===== config.mk =====
export PLATFORM = sky130hd
export DESIGN_NAME = pm_regs
export DESIGN_NICKNAME = d
export VERILOG_FILES = /design/src/hw/pm_regs_pkg.sv /design/src/hw/pm_regs.sv /design/src/hw/wake_pulse_timer.sv
export VERILOG_INCLUDE_DIRS = /design/src /design/src/hw
export SDC_FILE = /design/constraint.sdc
export NUM_CORES = 1
export LEC_CHECK = 0
export BUFFER_PORTS_ARGS = -buffer_cell sky130_fd_sc_hd__buf_2
export CORE_MARGIN = 4
export CORE_UTILIZATION = 40
export CTS_BUF_LIST = sky130_fd_sc_hd__clkbuf_2
export DETAILED_ROUTE_END_ITERATION = 16
export PLACE_DENSITY = 0.71
export SYNTH_ARGS = -nofsm -noshare
export SYNTH_HDL_FRONTEND = slang
export SYNTH_SLANG_ARGS = --single-unit

===== constraint.sdc =====
create_clock -name clk -period 1.9 [get_ports clk]
set_input_delay 0.095 -clock clk [delete_from_list [all_inputs] [get_ports clk]]
set_output_delay 0.095 -clock clk [all_outputs]
set_load 0.01 [all_outputs]

===== src/hw/pm_regs_defs.svh =====
// offsets, field positions, reset values and timing counts
`ifndef PM_REGS_DEFS_SVH
`define PM_REGS_DEFS_SVH

// register bus address width in bits
`define APB_AW 8

// register byte offsets
`define TX_INFO_OFFS 8'h80
`define PM_CTRL_OFFS 8'h84
`define BYTE_ORDER_TEST_OFFS 8'h90

// transmit information fields
`define TXS_USED_LSB 16
`define TXS_USED_W 8
`define TXD_FREE_W 16
`define TXS_USED_RST 8'h00
`define TXD_FREE_RST 16'h1200

// power management control fields
`define POWER_STATE_SELECT_LSB 12
`define PHY_RESET_REQUEST_BIT 10
`define WF_EN_BIT 9
`define ENERGY_DETECT_EVENT_ENABLE_BIT 8
`define DRV_TYPE_BIT 6
`define WUPS_LSB 4
`define PULSE_SEL_BIT 3
`define POL_BIT 2
`define OUT_EN_BIT 1
`define READY_BIT 0

// timing: clock rate and printed times
`define CLK_MHZ 10
`define PHY_RESET_REQUEST_US 100
`define PHY_RESET_REQUEST_CYC (`PHY_RESET_REQUEST_US * `CLK_MHZ)
`define WAKE_PULSE_MS 50
`define WAKE_PULSE_CYC (`WAKE_PULSE_MS * 1000 * `CLK_MHZ)
`define READY_CYC 16

`endif


===== src/hw/pm_regs_pkg.sv =====
// types shared by the power management register bank
package pm_regs_pkg;
  `include "pm_regs_defs.svh"

  // apb request from the master
  typedef struct packed {
    logic [`APB_AW-1:0] paddr;
    logic               psel;
    logic               penable;
    logic               pwrite;
    logic [31:0]        pwdata;
  } apb_req_s;

  // apb answer to the master
  typedef struct packed {
    logic [31:0] prdata;
    logic        pready;
    logic        pslverr;
  } apb_rsp_s;

  // power state encodings
  typedef enum logic [1:0] {
    PM_D0 = 2'b00,
    PM_D1 = 2'b01,
    PM_D2 = 2'b10
  } pm_state_e;

  // readiness sequencer states
  typedef enum logic [1:0] {
    ST_SETTLE = 2'b00,
    ST_READY  = 2'b01,
    ST_SLEEP  = 2'b10
  } rdy_state_e;
endpackage


===== src/hw/pm_regs.sv =====
// transmit fifo information and power management control registers
`timescale 1ns/100ps
`include "pm_regs_defs.svh"

module pm_regs #(
  parameter int unsigned WAKE_PULSE_CYCLES = `WAKE_PULSE_CYC,
  parameter int unsigned READY_CYCLES      = `READY_CYC
) (
  // clock and reset
  input  wire logic                   clk,
  input  wire logic                   arst_n,
  // register bus
  input  wire pm_regs_pkg::apb_req_s  apb_req,
  output pm_regs_pkg::apb_rsp_s       apb_rsp,
  // transmit fifo levels
  input  wire logic [7:0]             tx_status_used_dwords,
  input  wire logic [15:0]            tx_data_free_bytes,
  // wake detectors
  input  wire logic                   wake_frame_event,
  input  wire logic                   energy_detect_event,
  // phy and power control
  output logic                        phy_reset,
  output logic [1:0]                  power_state,
  output logic                        device_ready,
  // wake signalling
  output logic                        wake_event_interrupt,
  output logic                        wake_event_output,
  output logic                        wake_event_output_oe
);
  import pm_regs_pkg::*;

  localparam int unsigned PHY_CYC = `PHY_RESET_REQUEST_CYC;
  localparam int unsigned PW = $clog2(PHY_CYC + 1);
  localparam int unsigned RW = $clog2(READY_CYCLES + 1);

  // address match helper, used for every register
  function automatic logic hit(input logic [`APB_AW-1:0] a,
                               input logic [`APB_AW-1:0] offs);
    hit = (a == offs);
  endfunction

  // bus phase decode
  wire setup      = apb_req.psel & ~apb_req.penable;
  wire access     = apb_req.psel & apb_req.penable & apb_rsp.pready;
  wire read_done  = access & ~apb_req.pwrite;
  wire write_done = access & apb_req.pwrite;

  // register selects
  wire hit_tx = hit(apb_req.paddr, `TX_INFO_OFFS);
  wire hit_pm = hit(apb_req.paddr, `PM_CTRL_OFFS);
  wire hit_bt = hit(apb_req.paddr, `BYTE_ORDER_TEST_OFFS);
  wire mapped = hit_tx | hit_pm | hit_bt;

  // write data fields
  wire [31:0] wd      = apb_req.pwdata;
  wire [1:0]  wd_mode = wd[`POWER_STATE_SELECT_LSB+1:`POWER_STATE_SELECT_LSB];
  wire [1:0]  wd_wups = wd[`WUPS_LSB+1:`WUPS_LSB];

  // sequencer state
  rdy_state_e   state_reg;      // settling, ready or asleep
  rdy_state_e   state_next;
  logic [RW-1:0] rdy_cnt_reg;   // settle time counter
  logic [RW-1:0] rdy_cnt_next;
  logic          read_seen_reg; // a read happened since wake
  logic          read_seen_next;

  // transmit information snapshot
  logic [7:0]  txs_reg;         // tx status dwords used
  logic [15:0] txd_reg;         // tx data bytes free

  // power management fields
  pm_state_e   power_state_select_reg;     // current power state
  pm_state_e   power_state_select_next;
  logic          phy_reset_request_reg;   // phy held in reset
  logic          phy_reset_request_next;
  logic [PW-1:0] phy_cnt_reg;   // phy reset cycles left
  logic [PW-1:0] phy_cnt_next;
  logic        wf_en_reg;       // wake frame event enable
  logic        energy_detect_event_enable_reg;       // energy detect enable
  logic        drv_type_reg;    // 1 push-pull, 0 open-drain
  logic        pulse_sel_reg;   // 1 pulsed, 0 static
  logic        pol_reg;         // 1 active high
  logic        out_en_reg;      // wake pin enable
  logic [1:0]  wups_reg;        // sticky wake causes
  logic [1:0]  wups_next;

  // bus answer and pin registers
  apb_rsp_s    rsp_reg;
  apb_rsp_s    rsp_next;
  logic        int_reg;
  logic        wout_reg;
  logic        wout_next;
  logic        woe_reg;
  logic        woe_next;
  logic        rdy_out_reg;     // ready flag, flopped for the port

  wire ready = (state_reg == ST_READY);

  // power control writes act only once read and ready
  // read before write
  wire wr_ok  = write_done & read_seen_reg & ready;
  wire pm_wr  = wr_ok & hit_pm;

  // the wake write must work while asleep, so it skips the read gate
  // wake on test write
  wire wake_wr = write_done & hit_bt & (state_reg == ST_SLEEP);

  // only the two real low-power codes start a sleep; 11b is dropped
  // reserved code ignored
  wire sleep_req = pm_wr & ((wd_mode == PM_D1) | (wd_mode == PM_D2));

  // readiness sequencer
  always_comb
  begin
    state_next   = state_reg;
    rdy_cnt_next = rdy_cnt_reg;
    case (state_reg)
      // count up through the stabilising time
      ST_SETTLE:
      begin
        if (rdy_cnt_reg >= RW'(READY_CYCLES - 1))
        begin
          state_next   = ST_READY;
          rdy_cnt_next = '0;
        end
        else
          rdy_cnt_next = rdy_cnt_reg + 1'b1;
      end
      // normal operation until a sleep is asked for
      ST_READY:
      begin
        if (sleep_req)
          state_next = ST_SLEEP;
      end
      // reduced power until the wake write
      ST_SLEEP:
      begin
        if (wake_wr)
          state_next = ST_SETTLE;
      end
      default:
        state_next = ST_SETTLE;
    endcase
  end

  // the read flag restarts with every wake
  // read flag tracking
  assign read_seen_next = wake_wr ? 1'b0 :
                          (read_done | read_seen_reg);

  // power state field follows the sleep and drops back on wake
  // self-clearing state
  assign power_state_select_next = sleep_req ? pm_state_e'(wd_mode) :
                        wake_wr   ? PM_D0 : power_state_select_reg;

  // phy reset starts only from low, then runs a fixed count
  // ignore while high
  wire phy_start = pm_wr & wd[`PHY_RESET_REQUEST_BIT] & ~phy_reset_request_reg;

  // timed phy reset
  // the bit stands while any count is left, so the phy sees the
  // whole count of cycles and never one short of the minimum
  assign phy_reset_request_next = phy_start | (phy_cnt_next != '0);
  assign phy_cnt_next = phy_start ? PW'(PHY_CYC) :
                        (phy_cnt_reg != '0) ? phy_cnt_reg - 1'b1 :
                        phy_cnt_reg;

  // qualified wake events, independent of the pin enable
  // wake frame interrupt
  wire wf_hit = wake_frame_event & wf_en_reg;
  wire ed_hit = energy_detect_event & energy_detect_event_enable_reg;

  // sticky causes; a new event beats a clear in the same cycle
  assign wups_next = (wups_reg & ~(pm_wr ? wd_wups : 2'b00)) |
                     {wf_hit, ed_hit};

  // long pulse for the pulsed pin mode
  logic pulse_active;

  wake_pulse_timer #(
    .CYCLES (WAKE_PULSE_CYCLES)
  ) u_pulse (
    .clk    (clk),
    .arst_n (arst_n),
    .start  (wf_hit | ed_hit),
    .active (pulse_active)
  );

  // pin is active only with its enable set
  // wake frame to pin
  wire pin_active = out_en_reg &
                    (pulse_sel_reg ? pulse_active : (|wups_reg));

  // push-pull honours polarity; open-drain pulls low and floats idle
  // buffer type
  assign wout_next = drv_type_reg ? (pol_reg ? pin_active : ~pin_active)
                                  : 1'b0;
  assign woe_next  = drv_type_reg | pin_active;

  // read views; unlisted bits stay zero
  // status dwords used
  wire [31:0] rd_tx = {8'h00, txs_reg, txd_reg};

  wire [31:0] rd_pm = {18'h00000, power_state_select_reg, 1'b0, phy_reset_request_reg,
                       wf_en_reg, energy_detect_event_enable_reg, 1'b0, drv_type_reg,
                       wups_reg, pulse_sel_reg, pol_reg, out_en_reg,
                       ready};

  // only the tx info register refuses access while unready; the control
  // and wake test registers stay open in every power state
  // readable while asleep
  wire acc_err = ~mapped | (hit_tx & ~ready);

  // answer is formed in the setup cycle, so pready rises in the
  // first access cycle: no wait states, at the cost of reading
  // state one cycle early
  always_comb
  begin
    rsp_next        = '0;
    rsp_next.pready = setup;
    if (setup)
    begin
      rsp_next.pslverr = acc_err;
      if (!acc_err && !apb_req.pwrite)
        rsp_next.prdata = hit_tx ? rd_tx : hit_pm ? rd_pm : 32'h0;
    end
  end

  // sequencer and bus registers
  always_ff @(posedge clk or negedge arst_n)
  begin
    if (!arst_n)
    begin
      state_reg     <= ST_SETTLE;
      rdy_cnt_reg   <= '0;
      read_seen_reg <= 1'b0;
      rsp_reg       <= '0;
      rdy_out_reg   <= 1'b0;
    end
    else
    begin
      state_reg     <= state_next;
      rdy_cnt_reg   <= rdy_cnt_next;
      read_seen_reg <= read_seen_next;
      rsp_reg       <= rsp_next;
      rdy_out_reg   <= (state_next == ST_READY);
    end
  end

  // fifo level snapshot, sampled every cycle
  always_ff @(posedge clk or negedge arst_n)
  begin
    if (!arst_n)
    begin
      txs_reg <= `TXS_USED_RST;
      txd_reg <= `TXD_FREE_RST;
    end
    else
    begin
      txs_reg <= tx_status_used_dwords;
      txd_reg <= tx_data_free_bytes;
    end
  end

  // power state, phy reset and wake causes
  always_ff @(posedge clk or negedge arst_n)
  begin
    if (!arst_n)
    begin
      power_state_select_reg <= PM_D0;
      phy_reset_request_reg <= 1'b0;
      phy_cnt_reg <= '0;
      wups_reg    <= 2'b00;
    end
    else
    begin
      power_state_select_reg <= power_state_select_next;
      phy_reset_request_reg <= phy_reset_request_next;
      phy_cnt_reg <= phy_cnt_next;
      wups_reg    <= wups_next;
    end
  end

  // plain read/write control bits
  always_ff @(posedge clk or negedge arst_n)
  begin
    if (!arst_n)
    begin
      wf_en_reg     <= 1'b0;
      energy_detect_event_enable_reg     <= 1'b0;
      drv_type_reg  <= 1'b0;
      pulse_sel_reg <= 1'b0;
      pol_reg       <= 1'b0;
      out_en_reg    <= 1'b0;
    end
    else if (pm_wr)
    begin
      wf_en_reg     <= wd[`WF_EN_BIT];
      energy_detect_event_enable_reg     <= wd[`ENERGY_DETECT_EVENT_ENABLE_BIT];
      drv_type_reg  <= wd[`DRV_TYPE_BIT];
      pulse_sel_reg <= wd[`PULSE_SEL_BIT];
      pol_reg       <= wd[`POL_BIT];
      out_en_reg    <= wd[`OUT_EN_BIT];
    end
  end

  // output flops for interrupt and pin
  always_ff @(posedge clk or negedge arst_n)
  begin
    if (!arst_n)
    begin
      int_reg  <= 1'b0;
      wout_reg <= 1'b0;
      woe_reg  <= 1'b0;
    end
    else
    begin
      int_reg  <= |wups_next;
      wout_reg <= wout_next;
      woe_reg  <= woe_next;
    end
  end

  // ports straight from flops
  assign apb_rsp              = rsp_reg;
  assign phy_reset            = phy_reset_request_reg;
  assign power_state          = power_state_select_reg;
  assign device_ready         = rdy_out_reg;
  assign wake_event_interrupt = int_reg;
  assign wake_event_output    = wout_reg;
  assign wake_event_output_oe = woe_reg;
endmodule // pm_regs


===== src/hw/wake_pulse_timer.sv =====
// one-shot timer that stretches a wake event into a long pulse
`timescale 1ns/100ps
module wake_pulse_timer #(
  parameter int unsigned CYCLES = 500000
) (
  // clock and reset
  input  wire logic clk,
  input  wire logic arst_n,
  // trigger and pulse
  input  wire logic start,
  output logic      active
);
  localparam int unsigned W = $clog2(CYCLES + 1);

  logic [W-1:0] cnt_reg;  // cycles left in the pulse
  logic [W-1:0] cnt_next;

  // a new event restarts the full length
  assign cnt_next = start ? CYCLES[W-1:0] :
                    (cnt_reg != '0) ? cnt_reg - 1'b1 : cnt_reg;
  assign active   = (cnt_reg != '0);

  // countdown register
  always_ff @(posedge clk or negedge arst_n)
  begin
    if (!arst_n)
      cnt_reg <= '0;
    else
      cnt_reg <= cnt_next;
  end
endmodule // wake_pulse_timer


Yosys cells after proc, flatten, opt, wreduce, memory -nomap -nowiden

Index checks and enable logic that the tools add are counted.

Add/subtract/negate cells: 3
Order comparisons: 1
Equality and inequality tests: 8
Multiplexer cells: 21
Bitwise logic cells: 34
Reductions and logical operators: 11

Operators with widths:

| operator              | number |
|---|---|
| $mux 24               | 3 |
| $mux 19               | 2 |
| $eq 8x8->1 const B    | 3 |
| $mux 10               | 2 |
| $reduce_bool 10->1    | 2 |
| $reduce_bool 19->1    | 1 |
| $sub 19x1->19 const B | 1 |
| $and 1x1->1           | 17 |
| $mux 14               | 1 |
| $mux 2                | 6 |
| $sub 10x1->10 const B | 1 |
| $or 1x1->1            | 8 |
| $eq 2x1->1 const B    | 3 |
| $not 1->1             | 6 |
| $pmux 2 s3            | 1 |
| $add 5x1->5 const B   | 1 |
| $ge 5x4->1 const B    | 1 |
| $mux 1                | 5 |
| $mux 5                | 1 |
| $eq 2x2->1 const B    | 2 |
| $reduce_bool 2->1     | 2 |
| $reduce_or 2->1       | 2 |
| $and 2x2->2           | 1 |
| $logic_not 1->1       | 2 |
| 4 further kinds       | 4 |

Flip-flop bits (word level): 110
Output and inout port bits: 41
Logic and storage cells: 101

Longest topological paths before layout

Depth after elaboration: 11
Gate-level depth with buffers: 8
Mapped depth without buffers: 7

By module

A second synthesis with hierarchy kept.

Cells, all modules: 400
Area total of the unflattened synthesis: 4,445.5 um2

Modules (own cells, without submodules):

| module           | instances | cells each | area each (um2) | seq. area each (um2) |
|---|---|---|---|---|
| pm_regs          | 1         | 279        | 3,296.9         | 2,079.5 |
| wake_pulse_timer | 1         | 121        | 1,148.6         | 475.5 |

Least setup slack after synthesis

OpenSTA, ideal clock, no wires.

Kind: reg-to-reg
From: register u_pulse.cnt_reg[0]
To: register u_pulse.cnt_reg[8]
Arrival: 1,930 ps
Data required time: 1,824 ps
Slack: -107 ps
Cell stages (with the launch flop): 9
Period minus slack after synthesis: 2,007 ps
Path through: dfrtp_1 > inv_1 > ha_1 > or4b_1 > nor4_4 > buf_4 > nand2_2 > and3_1 > o21ai_1

Longest elaborated chain between the ends: 3

Ends and longest elaborated chain:

| item                     | RTL line               | source |
|---|---|---|
| start: declaration       | wake_pulse_timer.sv:15 | `logic [W-1:0] cnt_reg;` |
| start signal: assignment | wake_pulse_timer.sv:29 | `cnt_reg <= cnt_next;` |
| $sub 19x1->19            | wake_pulse_timer.sv:20 | `(cnt_reg != '0) ? cnt_reg - 1'b1 : cnt_reg;` |
| $mux 19                  | wake_pulse_timer.sv:20 |  |
| $mux 19                  | wake_pulse_timer.sv:19 | `assign cnt_next = start ? CYCLES[W-1:0] :` |

Parallel ways exist; a longest one is shown, timed or not. The select of a mux whose other input is x is not followed.
A chain may end at the register's enable or synchronous reset.

Worst setup path after layout

Same ends and word-level chain as after synthesis.

==> results_dict.tcl <==
set metrics [dict create \
    status "finished, violations left" \
    violations "negative setup slack" \
    wire_per_inst_um 16.0 \
    ir_drop_uv 443 \
    path_clk_slew_ps 300 \
    synth_top_family_by_area "simple AND/OR/NAND/NOR gates" \
    largest_reg_flops 26 \
    fin_cells 729 \
    critPathMostFrequentCell "buf_6" \
    hold_violations 0 \
    power_density_mw_per_mm2 650 \
    synthTopCellsByArea "dfrtp_1, xnor2_1, nor2_1" \
    rows 37 \
    core_area_mm2 0.0105 \
    start_util_pct 41.8 \
    grt_antenna_before_repair 0 \
    post-route-period-util_pct 106 \
    synthXorXnorAreaFrac_pct 3.59 \
    reg2reg_to "u_pulse.cnt_reg[8]" \
    avgSynthCellArea_um2 11.1 \
    end_kind "register" \
    r2r_slack_ps -120 \
    final.setup_skew_ps 42.4 \
    grt_max_degree 39 \
    period_needed_ps 2020 \
    whs_endpoint "txd_reg[5]" \
    slew_headroom_pct 66.7 \
    diodes 0 \
    synth-adder-area-share_pct 1.14 \
    min_path_cells 2 \
    worst-setup-path-type "reg2reg" \
    hold_path.class "in2reg" \
    timing.final.ws_setup_ps -121 \
    clock_path_buffers 2 \
    synth_top_area_cell "dfrtp_1" \
    holdWs_ps 104 \
    synth_edf_count 0 \
    slowest_delay_ps 490 \
    routed_wirelength_um 11700 \
    place_congestion 0.889 \
    grt_pass1_wl_um 18700 \
    drc_errors 0 \
    area_growth_pct 44.5 \
    yosysUniqueCellTypes 56 \
    drive_gt1_share_pct 35.8 \
    cts_buffers 9 \
    syn_inst 396 \
    tns_ps -1210 \
    cp.arrival_ps 2550 \
    clock_sinks 102 \
    ys_dominant_reg_cell "dfrtp_1" \
    ys_warn_count 0 \
    antenna_left 0 \
    portBuffers 82 \
    finalSetupViolCount 22 \
    grt_overflow_total 0 \
    rr_startpoint "u_pulse.cnt_reg[0]" \
    mappedNetlistArea_mm2 0.00439 \
    dr.pass1.iters 5 \
    cp.required_ps 2430 \
    nets 663 \
    leakagePower_nw 2.84 \
    yosys_register_bits 102 \
    synth_seq_area_share_pct 58.2 \
    cp_cell_sequence "inv_1, ha_2, or4b_4, nor4_4, buf_6, buf_6, nand2_8, and3_4, o21ai_2" \
    synth_simple_gate_area_share_pct 21.0 \
    tightest_slew_ps 493 \
    cts_tree "built" \
    rsz0062_at_grt "yes" \
    clock_latency_ps 610 \
    drv_slew 0 \
    drtIter0Drc 138 \
    die_area_mm2 0.0127 \
    start_kind "register" \
    hpwlAfterDp_um 7780 \
    synthArstFlopShare_pct 100 \
    die_y_um 113 \
    die_x_um 113 \
    synthMuxAreaShare_pct 1.17 \
    crit_slowest_cell "or4b_4" \
    cap_violations 0 \
    vias 3714 \
    ioPinCount 112 \
    viasPerCell 5.09 \
    timing.fmax_ghz 0.495 \
    synth_compound_area_share_pct 10.9 \
    h-tree-depth 3 \
    crit_fanout 6 \
    grt_pass1_vias 3822 \
    cts_root_buf "clkbuf_2" \
    dp_cells 649 \
    grt_usage_pct 18.6 \
    r2r_cells 9 \
    yosys.area.top_type_share_pct 57.0 \
    hp-start "tx_data_free_bytes[5]" \
]
## worst max-delay path: cells and delay by family (launching register included)
kind,cells,cell delay (ps)
buf+inv,3,390
flops,1,440
fa+ha+maj,1,170
simple gates,4,890
compound gates,1,100
## worst max path at each step
stage,start,to,slack (ps),cells after the start
final,u_pulse.cnt_reg[0],u_pulse.cnt_reg[8],-120,9
after global routing,u_pulse.cnt_reg[1],u_pulse.cnt_reg[4],-230,9
after CTS,u_pulse.cnt_reg[0],u_pulse.cnt_reg[10],-110,9
after detailed placement,u_pulse.cnt_reg[0],u_pulse.cnt_reg[10],-120,8
after global placement,phy_cnt_reg[3],phy_reset,-50,4
after floorplan,u_pulse.cnt_reg[0],u_pulse.cnt_reg[4],-40,8
## cell type report
class | instances | area, µm²
Clock inverter | 7 | 81.3
Sequential cell | 102 | 2560
Multi-Input combinational cell | 267 | 1930
Tap cell | 136 | 170
Fill cell | 825 | 4170
Clock buffer | 9 | 45.0
Inverter | 9 | 33.8
Timing Repair Buffer | 199 | 1520
## power breakdown
group | leakage [nW] | switching (W) | internal, W
Clock | 0.0667 | 0.000746 | 0.000318
Combinational | 1.53 | 0.000279 | 0.000345
Sequential | 1.24 | 0.000135 | 0.00230
Total | 2.84 | 0.00116 | 0.00296
## Yosys cell counts, types with 9 or more instances
cell / instances
dfrtp_1: 100
nor2_1: 41
nand2_1: 37
xnor2_1: 18
and2_1: 17
a22oi_1: 13
clkbuf_1: 12
nor3_1: 11
o21ai_0: 10
a21oi_1: 9
buf_4: 9
inv_1: 9
## stage by stage
stage / power (W) / worst slack [ps] / instance area (µm²) / utilization [%]
2_1_floorplan: 0.00264 / -39.7 / 4440 / -
3_5_place_dp: 0.00286 / -119 / 5320 / 50.6
6_report: 0.00412 / -121 / 6340 / 60.3
5_1_grt: 0.00433 / -233 / 6340 / 60.3
3_3_place_gp: 0.00284 / -48.0 / 5320 / 50.6
4_1_cts: 0.00407 / -112 / 6190 / 58.9
## timing repair
action,CTS,global route
pin swaps,10,19
setup endpoints to repair,22,34
resized for setup,27,29
buffers inserted,4,3
hold endpoints to repair,165,0
hold buffers,58,0
## cells by family (layout without fill, tap and decap cells)
kind of cell    count (synthesis)  count (layout)
mux                             5               5
compound gates                 65              65
buf+inv                        34             224
flops                         102             102
other cells                     1               8
xor+xnor                       18              18
fa+ha+maj                       4               4
simple gates                  167             167
## layout by cell type, fill, tap and decap left out, drive strengths merged, types with 2 or more instances in the layout
cell type	instances
buf	142
dfrtp	100
dlygate4sd3	57
nor2	41
nand2	38
xnor2	18
and2	17
a22oi	13
nor3	12
inv	11
o21ai	11
nor4	11
clkbuf	9
a21oi	9
conb	8
or4	8
o211ai	6
or3	6
nand2b	5
o31ai	5
or2	5
a211oi	5
nor2b	4
a22o	4
nand3	4
mux2i	4
ha	4
or4b	4
nand4	3
clkinvlp	3
and3	3
a2111o	2
dfstp	2
and4	2
o311ai	2
a2111oi	2
## metal layers
metal / global-route usage (%) / share of wire, %
met2: 31.9 / 52
met3: 4.28 / 3.7
met5: 0 / 0
met4: 6.49 / 2.2
met1: 23.1 / 42
Power figures use the tool's default switching activity.
